## config.mk

```make
export PLATFORM = sky130hd
export DESIGN_NAME = bert_receive_counters
export DESIGN_NICKNAME = d
export VERILOG_FILES = /design/src/hdl/bert_rx_pkg.sv /design/src/hdl/counter_snapshot.sv /design/src/hdl/bert_receive_counters.sv
export SDC_FILE = /design/constraint.sdc
export NUM_CORES = 1
export LEC_CHECK = 0
export ABC_CLOCK_PERIOD_IN_PS = 16300
export BUFFER_PORTS_ARGS = -buffer_cell sky130_fd_sc_hd__buf_2
export CAP_MARGIN = 20
export CORE_ASPECT_RATIO = 0.7
export CORE_MARGIN = 10
export CORE_UTILIZATION = 41
export CTS_CLUSTER_DIAMETER = 100
export DETAILED_ROUTE_END_ITERATION = 10
export SYNTH_ARGS = -nofsm -noshare
export SYNTH_HDL_FRONTEND = slang
export SYNTH_SLANG_ARGS = --single-unit
```

## constraint.sdc

```tcl
create_clock -name clk -period 16.3 [get_ports clk]
set_clock_uncertainty 0.2 [all_clocks]
set_input_delay 2.445 -clock clk [delete_from_list [all_inputs] [get_ports clk]]
set_output_delay 2.445 -clock clk [all_outputs]
set_load 0.02 [all_outputs]
```

## src/hdl/bert_rx_pkg.sv

```systemverilog
package bert_rx_pkg;

    // ------------------------------------------------------------------
    // Widths
    // ------------------------------------------------------------------
    localparam int CNT_W  = 32;
    localparam int REG_W  = 16;
    localparam int ADDR_W = 10;
    localparam int LEN_W  = 5;

    // ------------------------------------------------------------------
    // Register offsets (byte addresses of the register port)
    // ------------------------------------------------------------------
    localparam logic [ADDR_W-1:0] BIT_COUNT_LOW_OFS     = 10'h2B4;
    localparam logic [ADDR_W-1:0] BIT_COUNT_HIGH_OFS    = 10'h2B8;
    localparam logic [ADDR_W-1:0] ERROR_COUNT_LOW_OFS   = 10'h2BC;
    localparam logic [ADDR_W-1:0] ERROR_COUNT_HIGH_OFS  = 10'h2C0;
    localparam logic [ADDR_W-1:0] PATTERN_CAPT_LOW_OFS  = 10'h2C4;
    localparam logic [ADDR_W-1:0] PATTERN_CAPT_HIGH_OFS = 10'h2C8;

    // ------------------------------------------------------------------
    // Reset values
    // ------------------------------------------------------------------
    localparam logic [REG_W-1:0] RESULT_RESET  = 16'h0000;
    localparam logic [CNT_W-1:0] COUNTER_RESET = 32'h0000_0000;

    // ------------------------------------------------------------------
    // Carriers
    // ------------------------------------------------------------------
    typedef struct packed {
        logic              rd;
        logic [ADDR_W-1:0] addr;
    } reg_req_t;

    typedef struct packed {
        logic enable;   // Test receiver enabled
        logic sync;     // Test receiver synchronized
        logic slot;     // One receive clock slot
        logic bitErr;   // Bit error detected in this slot
        logic dataBit;  // Received data bit of this slot
    } rx_line_t;

endpackage

```

## src/hdl/counter_snapshot.sv

```systemverilog
`timescale 1ns/1ps
`default_nettype none

module counter_snapshot #(
    parameter int W = 32
) (
    input  wire logic         clk,
    input  wire logic         rst,
    input  wire logic         incr,
    input  wire logic         transfer,
    output var  logic [W-1:0] running,
    output var  logic [W-1:0] held
);

    logic [W-1:0] running_d;

    // ------------------------------------------------------------------
    // Background counter
    // ------------------------------------------------------------------
    // On transfer the event of that same cycle starts the new interval,
    // so no increment is ever lost across a snapshot.
    always_comb begin
        if (transfer) begin
            running_d = {{(W-1){1'b0}}, incr};
        end else begin
            running_d = running + {{(W-1){1'b0}}, incr};
        end
    end

    always_ff @(posedge clk or posedge rst) begin
        if (rst) begin
            running <= '0;
        end else begin
            running <= running_d;
        end
    end

    // Foreground copy, both halves from one snapshot
    always_ff @(posedge clk or posedge rst) begin
        if (rst) begin
            held <= '0;
        end else if (transfer) begin
            held <= running;
        end
    end

    // ------------------------------------------------------------------
    // Checks
    // ------------------------------------------------------------------
    property p_countStep;
        @(posedge clk) disable iff (rst)
        incr && !transfer |=> running == $past(running) + 1'b1;
    endproperty
    a_countStep: assert property (p_countStep) else $error("count step wrong");

    property p_snapshot;
        @(posedge clk) disable iff (rst)
        transfer |=> (held == $past(running)) && (running == W'($past(incr)));
    endproperty
    a_snapshot: assert property (p_snapshot) else $error("snapshot wrong");

endmodule

`default_nettype wire

```

## src/hdl/bert_receive_counters.sv

```systemverilog
`timescale 1ns/1ps
`default_nettype none

module bert_receive_counters #(
    parameter int CNT_W = bert_rx_pkg::CNT_W
) (
    input  wire logic                           clk,
    input  wire logic                           rst,
    input  wire bert_rx_pkg::reg_req_t          regReq,
    output var  logic [bert_rx_pkg::REG_W-1:0]  regRdData,
    input  wire bert_rx_pkg::rx_line_t          rxLine,
    input  wire logic                           intervalEnd,
    input  wire logic                           captureResultsCmd,
    input  wire logic                           capturePatternCmd,
    input  wire logic                           clearAutoMask,
    input  wire logic                           fixedPatternModeSel,
    input  wire logic [bert_rx_pkg::LEN_W-1:0]  patternLengthField,
    input  wire logic [CNT_W-1:0]               generatorState,
    input  wire logic                           bitErrIntEn,
    input  wire logic                           endMeasIntEn,
    output var  logic                           intervalDoneFlag,
    output var  logic                           bitErrIrq,
    output var  logic                           endMeasIrq
);

    // ------------------------------------------------------------------
    // Events
    // ------------------------------------------------------------------
    logic             slotIncr;
    logic             errIncr;
    logic             transfer;
    logic             errRead;
    logic [CNT_W-1:0] bitSlotRunning;
    logic [CNT_W-1:0] bitSlotCount;
    logic [CNT_W-1:0] errorRunning;
    logic [CNT_W-1:0] errorTally;
    logic             autoMask_q;
    logic [CNT_W-1:0] rawSample_q;
    logic [CNT_W-1:0] capturedPattern_q;
    logic [CNT_W-1:0] lengthMask;
    logic [bert_rx_pkg::REG_W-1:0] rdData_d;

    // Gated counting conditions
    assign slotIncr = rxLine.enable && rxLine.slot;
    assign errIncr  = rxLine.enable && rxLine.sync && rxLine.bitErr;

    // Command always moves results; interval end waits for the last read
    assign transfer = captureResultsCmd || (intervalEnd && !intervalDoneFlag);

    assign errRead = regReq.rd &&
                     ((regReq.addr == bert_rx_pkg::ERROR_COUNT_LOW_OFS) ||
                      (regReq.addr == bert_rx_pkg::ERROR_COUNT_HIGH_OFS));

    // ------------------------------------------------------------------
    // Counters
    // ------------------------------------------------------------------
    counter_snapshot #(
        .W (CNT_W)
    ) u_bitSlot (
        .clk      (clk),
        .rst      (rst),
        .incr     (slotIncr),
        .transfer (transfer),
        .running  (bitSlotRunning),
        .held     (bitSlotCount)
    );

    counter_snapshot #(
        .W (CNT_W)
    ) u_errorTally (
        .clk      (clk),
        .rst      (rst),
        .incr     (errIncr),
        .transfer (transfer),
        .running  (errorRunning),
        .held     (errorTally)
    );

    // ------------------------------------------------------------------
    // End-of-measurement flag and interrupts
    // ------------------------------------------------------------------
    // Set wins over the read clear so a result is never silently lost
    always_ff @(posedge clk or posedge rst) begin
        if (rst) begin
            intervalDoneFlag <= 1'b0;
        end else if (transfer) begin
            intervalDoneFlag <= 1'b1;
        end else if (errRead) begin
            intervalDoneFlag <= 1'b0;
        end
    end

    // End-of-measurement pulse follows every transfer when enabled
    always_ff @(posedge clk or posedge rst) begin
        if (rst) begin
            endMeasIrq <= 1'b0;
        end else begin
            endMeasIrq <= transfer && endMeasIntEn;
        end
    end

    // Auto mask keeps an error burst from flooding the host; set wins over clear
    always_ff @(posedge clk or posedge rst) begin
        if (rst) begin
            autoMask_q <= 1'b0;
        end else if (errIncr && bitErrIntEn) begin
            autoMask_q <= 1'b1;
        end else if (clearAutoMask) begin
            autoMask_q <= 1'b0;
        end
    end

    always_ff @(posedge clk or posedge rst) begin
        if (rst) begin
            bitErrIrq <= 1'b0;
        end else begin
            bitErrIrq <= errIncr && bitErrIntEn && !autoMask_q;
        end
    end

    // ------------------------------------------------------------------
    // Fixed pattern capture
    // ------------------------------------------------------------------
    // Raw sample, newest bit in position 0
    always_ff @(posedge clk or posedge rst) begin
        if (rst) begin
            rawSample_q <= bert_rx_pkg::COUNTER_RESET;
        end else if (rxLine.slot) begin
            rawSample_q <= {rawSample_q[CNT_W-2:0], rxLine.dataBit};
        end
    end

    // Keeps bits 0..length; bits above carry no pattern
    always_comb begin
        for (int i = 0; i < CNT_W; i++) begin
            lengthMask[i] = (i <= int'(patternLengthField));
        end
    end

    // Capture is meaningful only in fixed-pattern mode
    always_ff @(posedge clk or posedge rst) begin
        if (rst) begin
            capturedPattern_q <= bert_rx_pkg::COUNTER_RESET;
        end else if (capturePatternCmd && fixedPatternModeSel) begin
            if (rxLine.sync) begin
                capturedPattern_q <= generatorState & lengthMask;
            end else begin
                capturedPattern_q <= rawSample_q;
            end
        end
    end

    // ------------------------------------------------------------------
    // Register read port
    // ------------------------------------------------------------------
    always_comb begin
        case (regReq.addr)
            bert_rx_pkg::BIT_COUNT_LOW_OFS:     rdData_d = bitSlotCount[15:0];
            bert_rx_pkg::BIT_COUNT_HIGH_OFS:    rdData_d = bitSlotCount[31:16];
            bert_rx_pkg::ERROR_COUNT_LOW_OFS:   rdData_d = errorTally[15:0];
            bert_rx_pkg::ERROR_COUNT_HIGH_OFS:  rdData_d = errorTally[31:16];
            bert_rx_pkg::PATTERN_CAPT_LOW_OFS:  rdData_d = capturedPattern_q[15:0];
            bert_rx_pkg::PATTERN_CAPT_HIGH_OFS: rdData_d = capturedPattern_q[31:16];
            default:                            rdData_d = bert_rx_pkg::RESULT_RESET;
        endcase
    end

    // Read data held until the next read
    always_ff @(posedge clk or posedge rst) begin
        if (rst) begin
            regRdData <= bert_rx_pkg::RESULT_RESET;
        end else if (regReq.rd) begin
            regRdData <= rdData_d;
        end
    end

    // ------------------------------------------------------------------
    // Checks
    // ------------------------------------------------------------------
    property p_readBitHigh;
        @(posedge clk) disable iff (rst)
        regReq.rd && regReq.addr == bert_rx_pkg::BIT_COUNT_HIGH_OFS
        |=> regRdData == $past(bitSlotCount[31:16]);
    endproperty
    a_readBitHigh: assert property (p_readBitHigh) else $error("bit count high word");

    property p_noSlotWhenOff;
        @(posedge clk) disable iff (rst)
        !rxLine.enable && !transfer |=> $stable(bitSlotRunning);
    endproperty
    a_noSlotWhenOff: assert property (p_noSlotWhenOff) else $error("slot counted while off");

    property p_captureMoves;
        @(posedge clk) disable iff (rst)
        captureResultsCmd |=> intervalDoneFlag && errorTally == $past(errorRunning)
                              && bitSlotCount == $past(bitSlotRunning);
    endproperty
    a_captureMoves: assert property (p_captureMoves) else $error("capture lost");

    property p_noErrUnsync;
        @(posedge clk) disable iff (rst)
        !rxLine.sync && !transfer |=> $stable(errorRunning);
    endproperty
    a_noErrUnsync: assert property (p_noErrUnsync) else $error("error counted unsynced");

    property p_irqOnce;
        @(posedge clk) disable iff (rst)
        bitErrIrq && !clearAutoMask ##1 errIncr && bitErrIntEn |=> !bitErrIrq;
    endproperty
    a_irqOnce: assert property (p_irqOnce) else $error("bit error irq repeated");

    property p_holdWhileFlag;
        @(posedge clk) disable iff (rst)
        intervalDoneFlag && !captureResultsCmd |=> $stable(errorTally) && $stable(bitSlotCount);
    endproperty
    a_holdWhileFlag: assert property (p_holdWhileFlag) else $error("result overwritten");

    property p_endIrq;
        @(posedge clk) disable iff (rst)
        intervalEnd && !intervalDoneFlag && endMeasIntEn |=> endMeasIrq ##1 !endMeasIrq || $past(transfer);
    endproperty
    a_endIrq: assert property (p_endIrq) else $error("end irq missing");

    property p_rawCapture;
        @(posedge clk) disable iff (rst)
        capturePatternCmd && fixedPatternModeSel && !rxLine.sync
        |=> capturedPattern_q == $past(rawSample_q);
    endproperty
    a_rawCapture: assert property (p_rawCapture) else $error("raw sample not stored");

    property p_readClears;
        @(posedge clk) disable iff (rst)
        errRead && !transfer |=> !intervalDoneFlag;
    endproperty
    a_readClears: assert property (p_readClears) else $error("flag not cleared");

    property p_intervalSets;
        @(posedge clk) disable iff (rst)
        intervalEnd && !(errRead && intervalDoneFlag) |=> intervalDoneFlag;
    endproperty
    a_intervalSets: assert property (p_intervalSets) else $error("flag not set");

endmodule

`default_nettype wire

```

==> impl_metrics.toml, run 1 <==
[clocking]
cts-root-buf = "clkbuf_16"
clk_pin_slew_ps = 60
clk_latency_ps = 510
htree_levels = 1
ctsHoldBuffers = 0
post_cts_resized = 0
cts_buffers = 22
cts_tree = "yes"
cts_sinks = 212
clockBufferDepth = 3
post_cts_buffers = 0

[floorplan]
pin_count = 81
initial_core_util = 0.413
core_area_sq_um = 24500
die_y_um = 152
die_x_um = 208
die_area_sq_um = 31500
rows = 48

[worst_setup_path]
crit_required_ps = 16490
crit_chain = "buf_2 -> buf_4 -> and2_1 -> ha_1 -> ha_1 -> nand2_1 -> or3_1 -> nor4_1 -> mux2_1"
critPathMaxStageDelay_ps = 650
critPathKind = "input port to register"
critPathLaunch = "rxLine[2]"
cp.buffers_inverters = 2
worstPathMaxFanout = 33
crit_path_frequent_cell = "ha_1"
worstSetupStartpointType = "input port"
reg2reg_from = "u_bitSlot.running[9]"
crit_family = "simple AND/OR/NAND/NOR gates"
crit_path_top_delay_cell = "or3_1"
critPathCaptureType = "register"
cp.arrival_ps = 5100

[logic_synthesis]
yosys.area.top_type = "dfrtp_1"
netlist_area_sq_um = 10100
synth.most_common_cell = "nand2_1"
synth_seq_cells = 212
synth_top_flop_cell = "dfrtp_1"
ys_seq_area_frac = 0.524
yosysWarnings = 0
avgSynthCellArea_sq_um = 9.65
synthCells = 1050
synth_edf_count = 0
synth_area_leaders = "dfrtp_1 52%, nand2_1 9.5%, mux2_2 3.8%, mux2i_1 3.8%, a21oi_1 2.9%"
ys_top_cells_by_count = "256 x nand2_1, 212 x dfrtp_1, 59 x a21oi_1"
yosys.area.top_type_share = 0.524
synth_cell_types = 52
async_flop_share = 1.00
synth_nets = 1116

[detailed_routing]
finalWirelength_um = 26600
viasPerCell = 5.55
vias = 7956
detail_route.iter0.violations = 694
post_drt_wl_per_cell_um = 18.6
drcViolationCount = 0
ant_nets = 0
drt_pass1_iterations = 4

[timing]
slew_viol_final = 0
relSlewSlack = 0.359
rsz0062_at_grt = "false"
finalSetupViolations = 0
fin_crit_ps = 4910
max_freq_mhz = 203
worstMarginPinSlew_ps = 958
hold_viol = 0
holdWs_ps = 219
final.setup.tns_ps = 0
min_period_over_period = 0.301

[finish]
syn_to_final_growth_pct = 13.6
fill_cells = 2378
postLayoutCoreUtil = 0.470
nets = 1157
drive_above_1_share = 0.147

[power_and_ir_drop]
peakVddDrop_mv = 0.0609
finalPower_mw = 1.26
powerDensity_nw_per_um2 = 109
p_leak_nw = 5.21

[placement]
dp_hpwl_um = 18600
place_congestion = 0.808
port_buffers = 80

[min_path]
holdCritStartpoint = "autoMask_q"
min_path_type = "register to register"

[grt]
grt_max_degree = 144
track_usage = 0.165
grt_remaining_overflow = 0
grt_first_pass_wirelength_um = 42300
grt_pass1_vias = 7501
antenna_found_initial = 1

[outcome]
status = "finished, final reports clean"

[job]
cap_violations = 0
==> registers in the layout, summed over array words and instances, names as in the netlist <==
name / flops
capturedPattern_q: 32
rawSample_q: 32
u_bitSlot.held: 32
u_bitSlot.running: 32
u_errorTally.held: 32
u_errorTally.running: 32
regRdData: 16
autoMask_q: 1
bitErrIrq: 1
endMeasIrq: 1
intervalDoneFlag: 1
==> kinds of logic (layout without fill, tap and decap cells) <==
| kind of cell | after synthesis | count (layout) | share of synthesized area |
|---|---|---|---|
| flops | 212 | 212 | 0.524 |
| other cells | 0 | 1 | 0 |
| buf+inv | 82 | 139 | 0.0319 |
| compound gates | 213 | 213 | 0.136 |
| mux | 73 | 73 | 0.0765 |
| simple gates | 445 | 445 | 0.209 |
| fa+ha+maj | 4 | 4 | 0.00494 |
| xor+xnor | 21 | 21 | 0.0182 |
==> worst register-to-register path: stages, from the launching register on <==
cell and delay, ps:
dfrtp_1 420, and4_1 310, nand3_1 680, nor4_1 540
mux2_1 350
==> cell type report <==
| class | instances | area (sq um) | area share |
|---|---|---|---|
| flip-flops and latches | 212 | 5310 | 0.461 |
| inverters | 13 | 56.3 | 0.00489 |
| repair buffers | 86 | 465 | 0.0404 |
| clock buffers | 35 | 659 | 0.0573 |
| multi-input cells | 756 | 4520 | 0.393 |
| well taps | 325 | 407 | 0.0353 |
| clock inverters | 5 | 88.8 | 0.00772 |
| diodes | 1 | 2.50 | 0.000217 |
==> placed cells by master (no fill, tap or decap), types with 18 or more instances in the layout <==
master and instances:
nor2_1 39, nand3_1 21, nand2_1 255, mux2_2 34
mux2i_1 38, buf_2 80, a22oi_1 18, o21ai_0 49
a21oi_1 58, or4_1 27, dfrtp_1 212, clkbuf_16 22
o31ai_1 24
==> stage by stage <==
step	instances	area, sq um	worst slack, ps
after floorplan	1050	10100	7860
after global placement	1391	10700	10940
after detailed placement	1391	10700	10870
after CTS	1431	11500	11390
after global routing	1432	11500	11240
final	1433	11500	11390
==> power breakdown <==
group / switching [mW] / internal (mW)
combinational: 0.0679 / 0.0565
sequential: 0.0362 / 0.577
clock: 0.211 / 0.310
==> metal layers <==
| metal | routed length, um | part of all wire | vias to the layer above | GRT usage |
|---|---|---|---|---|
| met1 | 13500 | 0.51 | 3930 | 0.253 |
| met3 | 1580 | 0.059 | 30 | 0.0336 |
| met5 | 0 | 0 | - | 0 |
| met4 | 438 | 0.016 | 0 | 0.0329 |
| met2 | 11100 | 0.42 | 174 | 0.232 |
| li1 | - | - | 3822 | - |
==> final timing paths <==
kind / to / slack [ps] / depth (start not counted)
max in group asynchronous: bitErrIrq / 12520 / 4
hold reg to reg: bitErrIrq / 220 / 1
min in group asynchronous: u_bitSlot.held[27] / 1640 / 2
setup reg to reg: u_bitSlot.running[28] / 13680 / 4
setup / recovery: u_bitSlot.running[28] / 11390 / 9
hold / removal: bitErrIrq / 220 / 1
Power figures use the tool's default switching activity.
==> inputs of run 2 (changes only) <==
--- a/config.mk
+++ b/config.mk
@@ -5,7 +5,7 @@
 export SDC_FILE = /design/constraint.sdc
 export NUM_CORES = 1
 export LEC_CHECK = 0
-export ABC_CLOCK_PERIOD_IN_PS = 16300
+export ABC_CLOCK_PERIOD_IN_PS = 4100
 export BUFFER_PORTS_ARGS = -buffer_cell sky130_fd_sc_hd__buf_2
 export CAP_MARGIN = 20
 export CORE_ASPECT_RATIO = 0.7
==> constraint.sdc (replaced) <==
create_clock -name clk -period 4.1 [get_ports clk]
set_clock_uncertainty 0.2 [all_clocks]
set_input_delay 0.615 -clock clk [delete_from_list [all_inputs] [get_ports clk]]
set_output_delay 0.615 -clock clk [all_outputs]
set_load 0.02 [all_outputs]
==> run 2 against run 1 <==
Die area is the same. Cell count barely moved. Critical path depth is 1 lower. Non-clock buffer count is 5 higher. Worst hold slack worse by 170 ps. Sequential power rose to 4.0 times the previous value. Worst setup slack got worse by 10000 ps.
==> impl_metrics.toml, run 2 (same netlist as run 1, synthesis figures left out) <==
[detailed_routing]
detail_route.iter0.violations = 639
finalWirelength_um = 26700
drcViolationCount = 0
ant_nets = 0
viasPerCell = 5.50
vias = 7873
post_drt_wl_per_cell_um = 18.7
drt_pass1_iterations = 5

[worst_setup_path]
worstSetupStartpointType = "input port"
critPathCaptureType = "register"
cp.arrival_ps = 2890
critPathLaunch = "rxLine[2]"
reg2reg_from = "u_bitSlot.running[9]"
critPathKind = "input port to register"
crit_required_ps = 4270
worstPathMaxFanout = 17

[clocking]
ctsHoldBuffers = 0
cts-root-buf = "clkbuf_16"
clockBufferDepth = 3
post_cts_resized = 0
cts_tree = "yes"
post_cts_buffers = 0
clk_pin_slew_ps = 60
cts_buffers = 21
cts_sinks = 212
clk_latency_ps = 500
htree_levels = 1

[floorplan]
initial_core_util = 0.413
rows = 48
die_x_um = 208
pin_count = 81
die_area_sq_um = 31500
core_area_sq_um = 24500
die_y_um = 152

[job]
cap_violations = 0

[placement]
port_buffers = 80
place_area_sq_um = 10800
place_congestion = 0.828
dp_hpwl_um = 19100

[timing]
final.setup.tns_ps = 0
worstMarginPinSlew_ps = 1020
holdWs_ps = 44.7
min_period_over_period = 0.664
relSlewSlack = 0.321
hold_viol = 0
slew_viol_final = 0
finalSetupViolations = 0
max_freq_mhz = 368
fin_crit_ps = 2720
rsz0062_at_grt = "false"

[grt]
grt_pass1_vias = 7370
grt_first_pass_wirelength_um = 42100
track_usage = 0.165
antenna_found_initial = 0
grt_remaining_overflow = 0
grt_max_degree = 99

[finish]
final_common_cell = "nand2_1"
postLayoutCoreUtil = 0.467
layout_common_cells = "255 x nand2_1, 212 x dfrtp_1, 80 x buf_2, 58 x a21oi_1, 49 x o21ai_0"
nets = 1161
syn_to_final_growth_pct = 12.9
stdcell_area_sq_um = 11400
multi_input_comb_area_sq_um = 4520
area.sequential_sq_um = 5310
fill_cells = 2371
drive_above_1_share = 0.149

[power_and_ir_drop]
p_clk_frac = 0.389
peakVddDrop_mv = 0.258
p_leak_nw = 5.19
powerDensity_nw_per_um2 = 421
combPwrFrac = 0.103
p_seq_frac = 0.507
p_switching_mw = 1.22
switching_share = 0.254
p_int_mw = 3.59
finalPower_mw = 4.81

[outcome]
status = "finished, final reports clean"

[min_path]
min_path_type = "input port to asynchronous set/reset pin"
[run 2: per-layer routing]
metal  wire [um]  track usage  vias up
li1            -            -     3840
met1       13700        0.256     3850
met2       11100        0.231      157
met3        1580       0.0360       26
met4         323       0.0238        0
met5           0            0        -
[run 2: worst max-delay path, cell delays in order]
cell and delay, ps:
buf_2 140, and2_1 190, ha_1 190, ha_1 210, nand2_1 140, or3_1 640
nor4_1 390, mux2_1 370
[run 2: power by group through the flow]
stage / clock, mW / sequential, mW / combinational [mW]
2_1_floorplan: 0 / 2.43 / 0.359
3_3_place_gp: 0 / 2.47 / 0.494
3_5_place_dp: 0 / 2.48 / 0.505
4_1_cts: 1.93 / 2.44 / 0.506
5_1_grt: 2.01 / 2.47 / 0.553
6_report: 1.87 / 2.44 / 0.497
[run 2: final timing paths]
path / end / slack (ps) / cells past startpoint
min: u_errorTally.running[6] / 40 / 2
max reg2reg: u_bitSlot.running[28] / 1440 / 4
min reg2reg: bitErrIrq / 220 / 1
min in group clk: autoMask_q / 90 / 2
max in group asynchronous: u_bitSlot.running[0] / 2620 / 3
max: u_bitSlot.running[28] / 1380 / 8
[run 2: layout make-up]
cell class,instances,share of cell area
clock buffers,29,0.0521
well taps,325,0.0356
clock inverters,5,0.00471
diodes,1,0.000219
multi-input cells,756,0.396
inverters,13,0.00460
flip-flops and latches,212,0.464
repair buffers,91,0.0433
[run 2: stage by stage]
stage | cells | worst slack (ps)
5_1_grt | 1431 | 1270
3_3_place_gp | 1397 | 962
2_1_floorplan | 1050 | 529
3_5_place_dp | 1397 | 884
6_report | 1432 | 1380
4_1_cts | 1431 | 1420
==> inputs of run 3 (changes only) <==
--- a/config.mk
+++ b/config.mk
@@ -5,7 +5,8 @@
 export SDC_FILE = /design/constraint.sdc
 export NUM_CORES = 1
 export LEC_CHECK = 0
-export ABC_CLOCK_PERIOD_IN_PS = 4100
+export ABC_AREA = 1
+export ABC_CLOCK_PERIOD_IN_PS = 2700
 export BUFFER_PORTS_ARGS = -buffer_cell sky130_fd_sc_hd__buf_2
 export CAP_MARGIN = 20
 export CORE_ASPECT_RATIO = 0.7
==> constraint.sdc (replaced) <==
create_clock -name clk -period 2.7 [get_ports clk]
set_clock_uncertainty 0.2 [all_clocks]
set_input_delay 0.405 -clock clk [delete_from_list [all_inputs] [get_ports clk]]
set_output_delay 0.405 -clock clk [all_outputs]
set_load 0.02 [all_outputs]
==> run 3 against run 2 <==
Wire length grew 23%. Highest routed layer unchanged. Critical path type is now register to register. Worst hold slack worse by 30 ps. Clock-buffer cell count up 3. Core utilization increased by 2.2 points. Flip-flop and latch count is the same. Synthesized area grew 4.9%. First-iteration DRC count is 88% higher. Final area is 9.3% higher. Register-to-register slack got worse by 700 ps. Power is 55% higher. Cell count grew 29%. Non-clock buffer count increased by 39.
==> impl_metrics.toml, run 3 <==
[outcome]
status = "finished, final reports clean"

[logic_synthesis]
synthCells = 1400
synth_nets = 1466
synth_area_leaders = "dfrtp_1 50%, nand2_1 12%, nor2_1 7.7%, nand3_1 5.8%, a21oi_1 5.1%"
avgSynthCellArea_sq_um = 7.59
synth_seq_cells = 212
async_flop_share = 1.00
yosys.area.top_type_share = 0.499
yosys.area.top_type = "dfrtp_1"
ys_seq_area_frac = 0.499
synth_edf_count = 0
ys_top_cells_by_count = "332 x nand2_1, 219 x nor2_1, 212 x dfrtp_1"
synth_top_flop_cell = "dfrtp_1"
synth_cell_types = 36
yosysWarnings = 0
synth.most_common_cell = "nand2_1"
netlist_area_sq_um = 10600

[detailed_routing]
drcViolationCount = 0
detail_route.iter0.violations = 1202
post_drt_wl_per_cell_um = 17.8
drt_pass1_iterations = 5
vias = 9583
finalWirelength_um = 32800
ant_nets = 0
viasPerCell = 5.20

[timing]
min_period_over_period = 0.725
holdWs_ps = 14.5
hold_viol = 0
finalSetupViolations = 0
fin_crit_ps = 1960
max_freq_mhz = 511
worstMarginPinSlew_ps = 683
rsz0062_at_grt = "false"
relSlewSlack = 0.545
slew_viol_final = 0

[min_path]
holdPathEnd = "capturedPattern_q[17]"
min_path_type = "input port to register"
holdCritStartpoint = "generatorState[17]"
hold_depth = 3

[worst_setup_path]
worstSetupStartpointType = "register"
r2r-end = "u_errorTally.running[23]"
reg2reg_depth = 8
cp.arrival_ps = 2160
reg2reg_slack_ps = 740
worstPathMaxFanout = 6
reg2reg_from = "u_errorTally.running[0]"
critPathKind = "register to register"
crit_required_ps = 2910
critPathCaptureType = "register"

[clocking]
cts_buffers = 22
cts-root-buf = "clkbuf_16"
clockBufferDepth = 3
clk_latency_ps = 520
post_cts_resized = 0
htree_levels = 1
clk_pin_slew_ps = 70
cts_sinks = 212
cts_tree = "yes"

[power_and_ir_drop]
finalPower_mw = 7.48
p_leak_nw = 5.69
powerDensity_nw_per_um2 = 599
peakVddDrop_mv = 0.445

[floorplan]
rows = 49
die_y_um = 155
pin_count = 81
die_x_um = 212
initial_core_util = 0.416
die_area_sq_um = 32800
core_area_sq_um = 25600

[finish]
layout_common_cells = "332 x nand2_1, 219 x nor2_1, 212 x dfrtp_1, 131 x inv_1, 123 x nand3_1"
num_antenna_cells = 0
nets = 1564
stdcell_area_sq_um = 12500
drive_above_1_share = 0.119
syn_to_final_growth_pct = 17.6
final_common_cell = "nand2_1"

[grt]
grt_max_degree = 83
grt_remaining_overflow = 0
grt_pass1_vias = 8858
antenna_found_initial = 0
grt_first_pass_wirelength_um = 52000
track_usage = 0.202

[job]
cap_violations = 0

[placement]
place_congestion = 0.922
port_buffers = 80
place_area_sq_um = 11400
dp_hpwl_um = 24700
## run 3: where the power goes
part	total [mW]	internal [mW]	leakage, nW	switching (mW)
Combinational	0.626	0.216	2.52	0.410
Clock	3.38	2.08	0.393	1.30
Sequential	3.48	3.35	2.77	0.127
## run 3: cell type report
type                    instances  area [sq um]
clock inverters                 7           139
fillers                      2522         13100
multi-input cells             994          4560
flip-flops and latches        212          5310
inverters                     138           522
clock buffers                  32           659
repair buffers                130           898
well taps                     331           414
## run 3: per-stage QoR
stage,instances,setup WS [ps],util,TNS (ps)
after detailed placement,1776,384,0.446,0
after floorplan,1400,-661,-,-140170
after global placement,1776,405,0.446,0
final,1844,742,0.489,0
after global routing,1844,504,0.489,0
after CTS,1844,766,0.489,0
## run 3: what timing repair did
action,CTS,global route
hold buffers,29,0
setup buffers,0,0
hold endpoints to repair,46,0
## run 3: cells by family (layout without fill, tap and decap cells)
| kind of cell | after synthesis | count (layout) | share of synthesized area |
|---|---|---|---|
| AOI/OAI and AO/OA | 231 | 231 | 0.114 |
| xor gates and xnor gates | 6 | 6 | 0.00495 |
| adders and majority gates | 4 | 4 | 0.00471 |
| buffers and inverters | 194 | 307 | 0.0728 |
| DFF | 212 | 212 | 0.499 |
| and+or+nand+nor | 753 | 753 | 0.304 |
## run 3: critical path, stage by stage (launching register included)
cell and delay (ps):
dfrtp_1 430, ha_1 200, nand2_1 150, nor2_1 200
nand2_1 190, nor2_2 200, nand3_1 90, o21ai_1 120
nor2_1 50
## run 3: metal layers
layer	part of all wire	global-route usage	vias up
met2	0.41	0.280	352
met5	0	0	-
met1	0.49	0.313	4483
met3	0.088	0.0442	29
li1	-	-	4719
met4	0.013	0.0315	0
## run 3: worst max path at each step
stage,start,endpoint,slack (ps),cells after the start
2_1_floorplan,rst,autoMask_q,-660,1
3_3_place_gp,rxLine[4],u_errorTally.running[23],400,12
3_5_place_dp,rxLine[4],u_errorTally.running[23],380,12
4_1_cts,u_errorTally.running[0],u_errorTally.running[23],770,8
5_1_grt,u_errorTally.running[0],u_errorTally.running[23],500,8
6_report,u_errorTally.running[0],u_errorTally.running[23],740,8
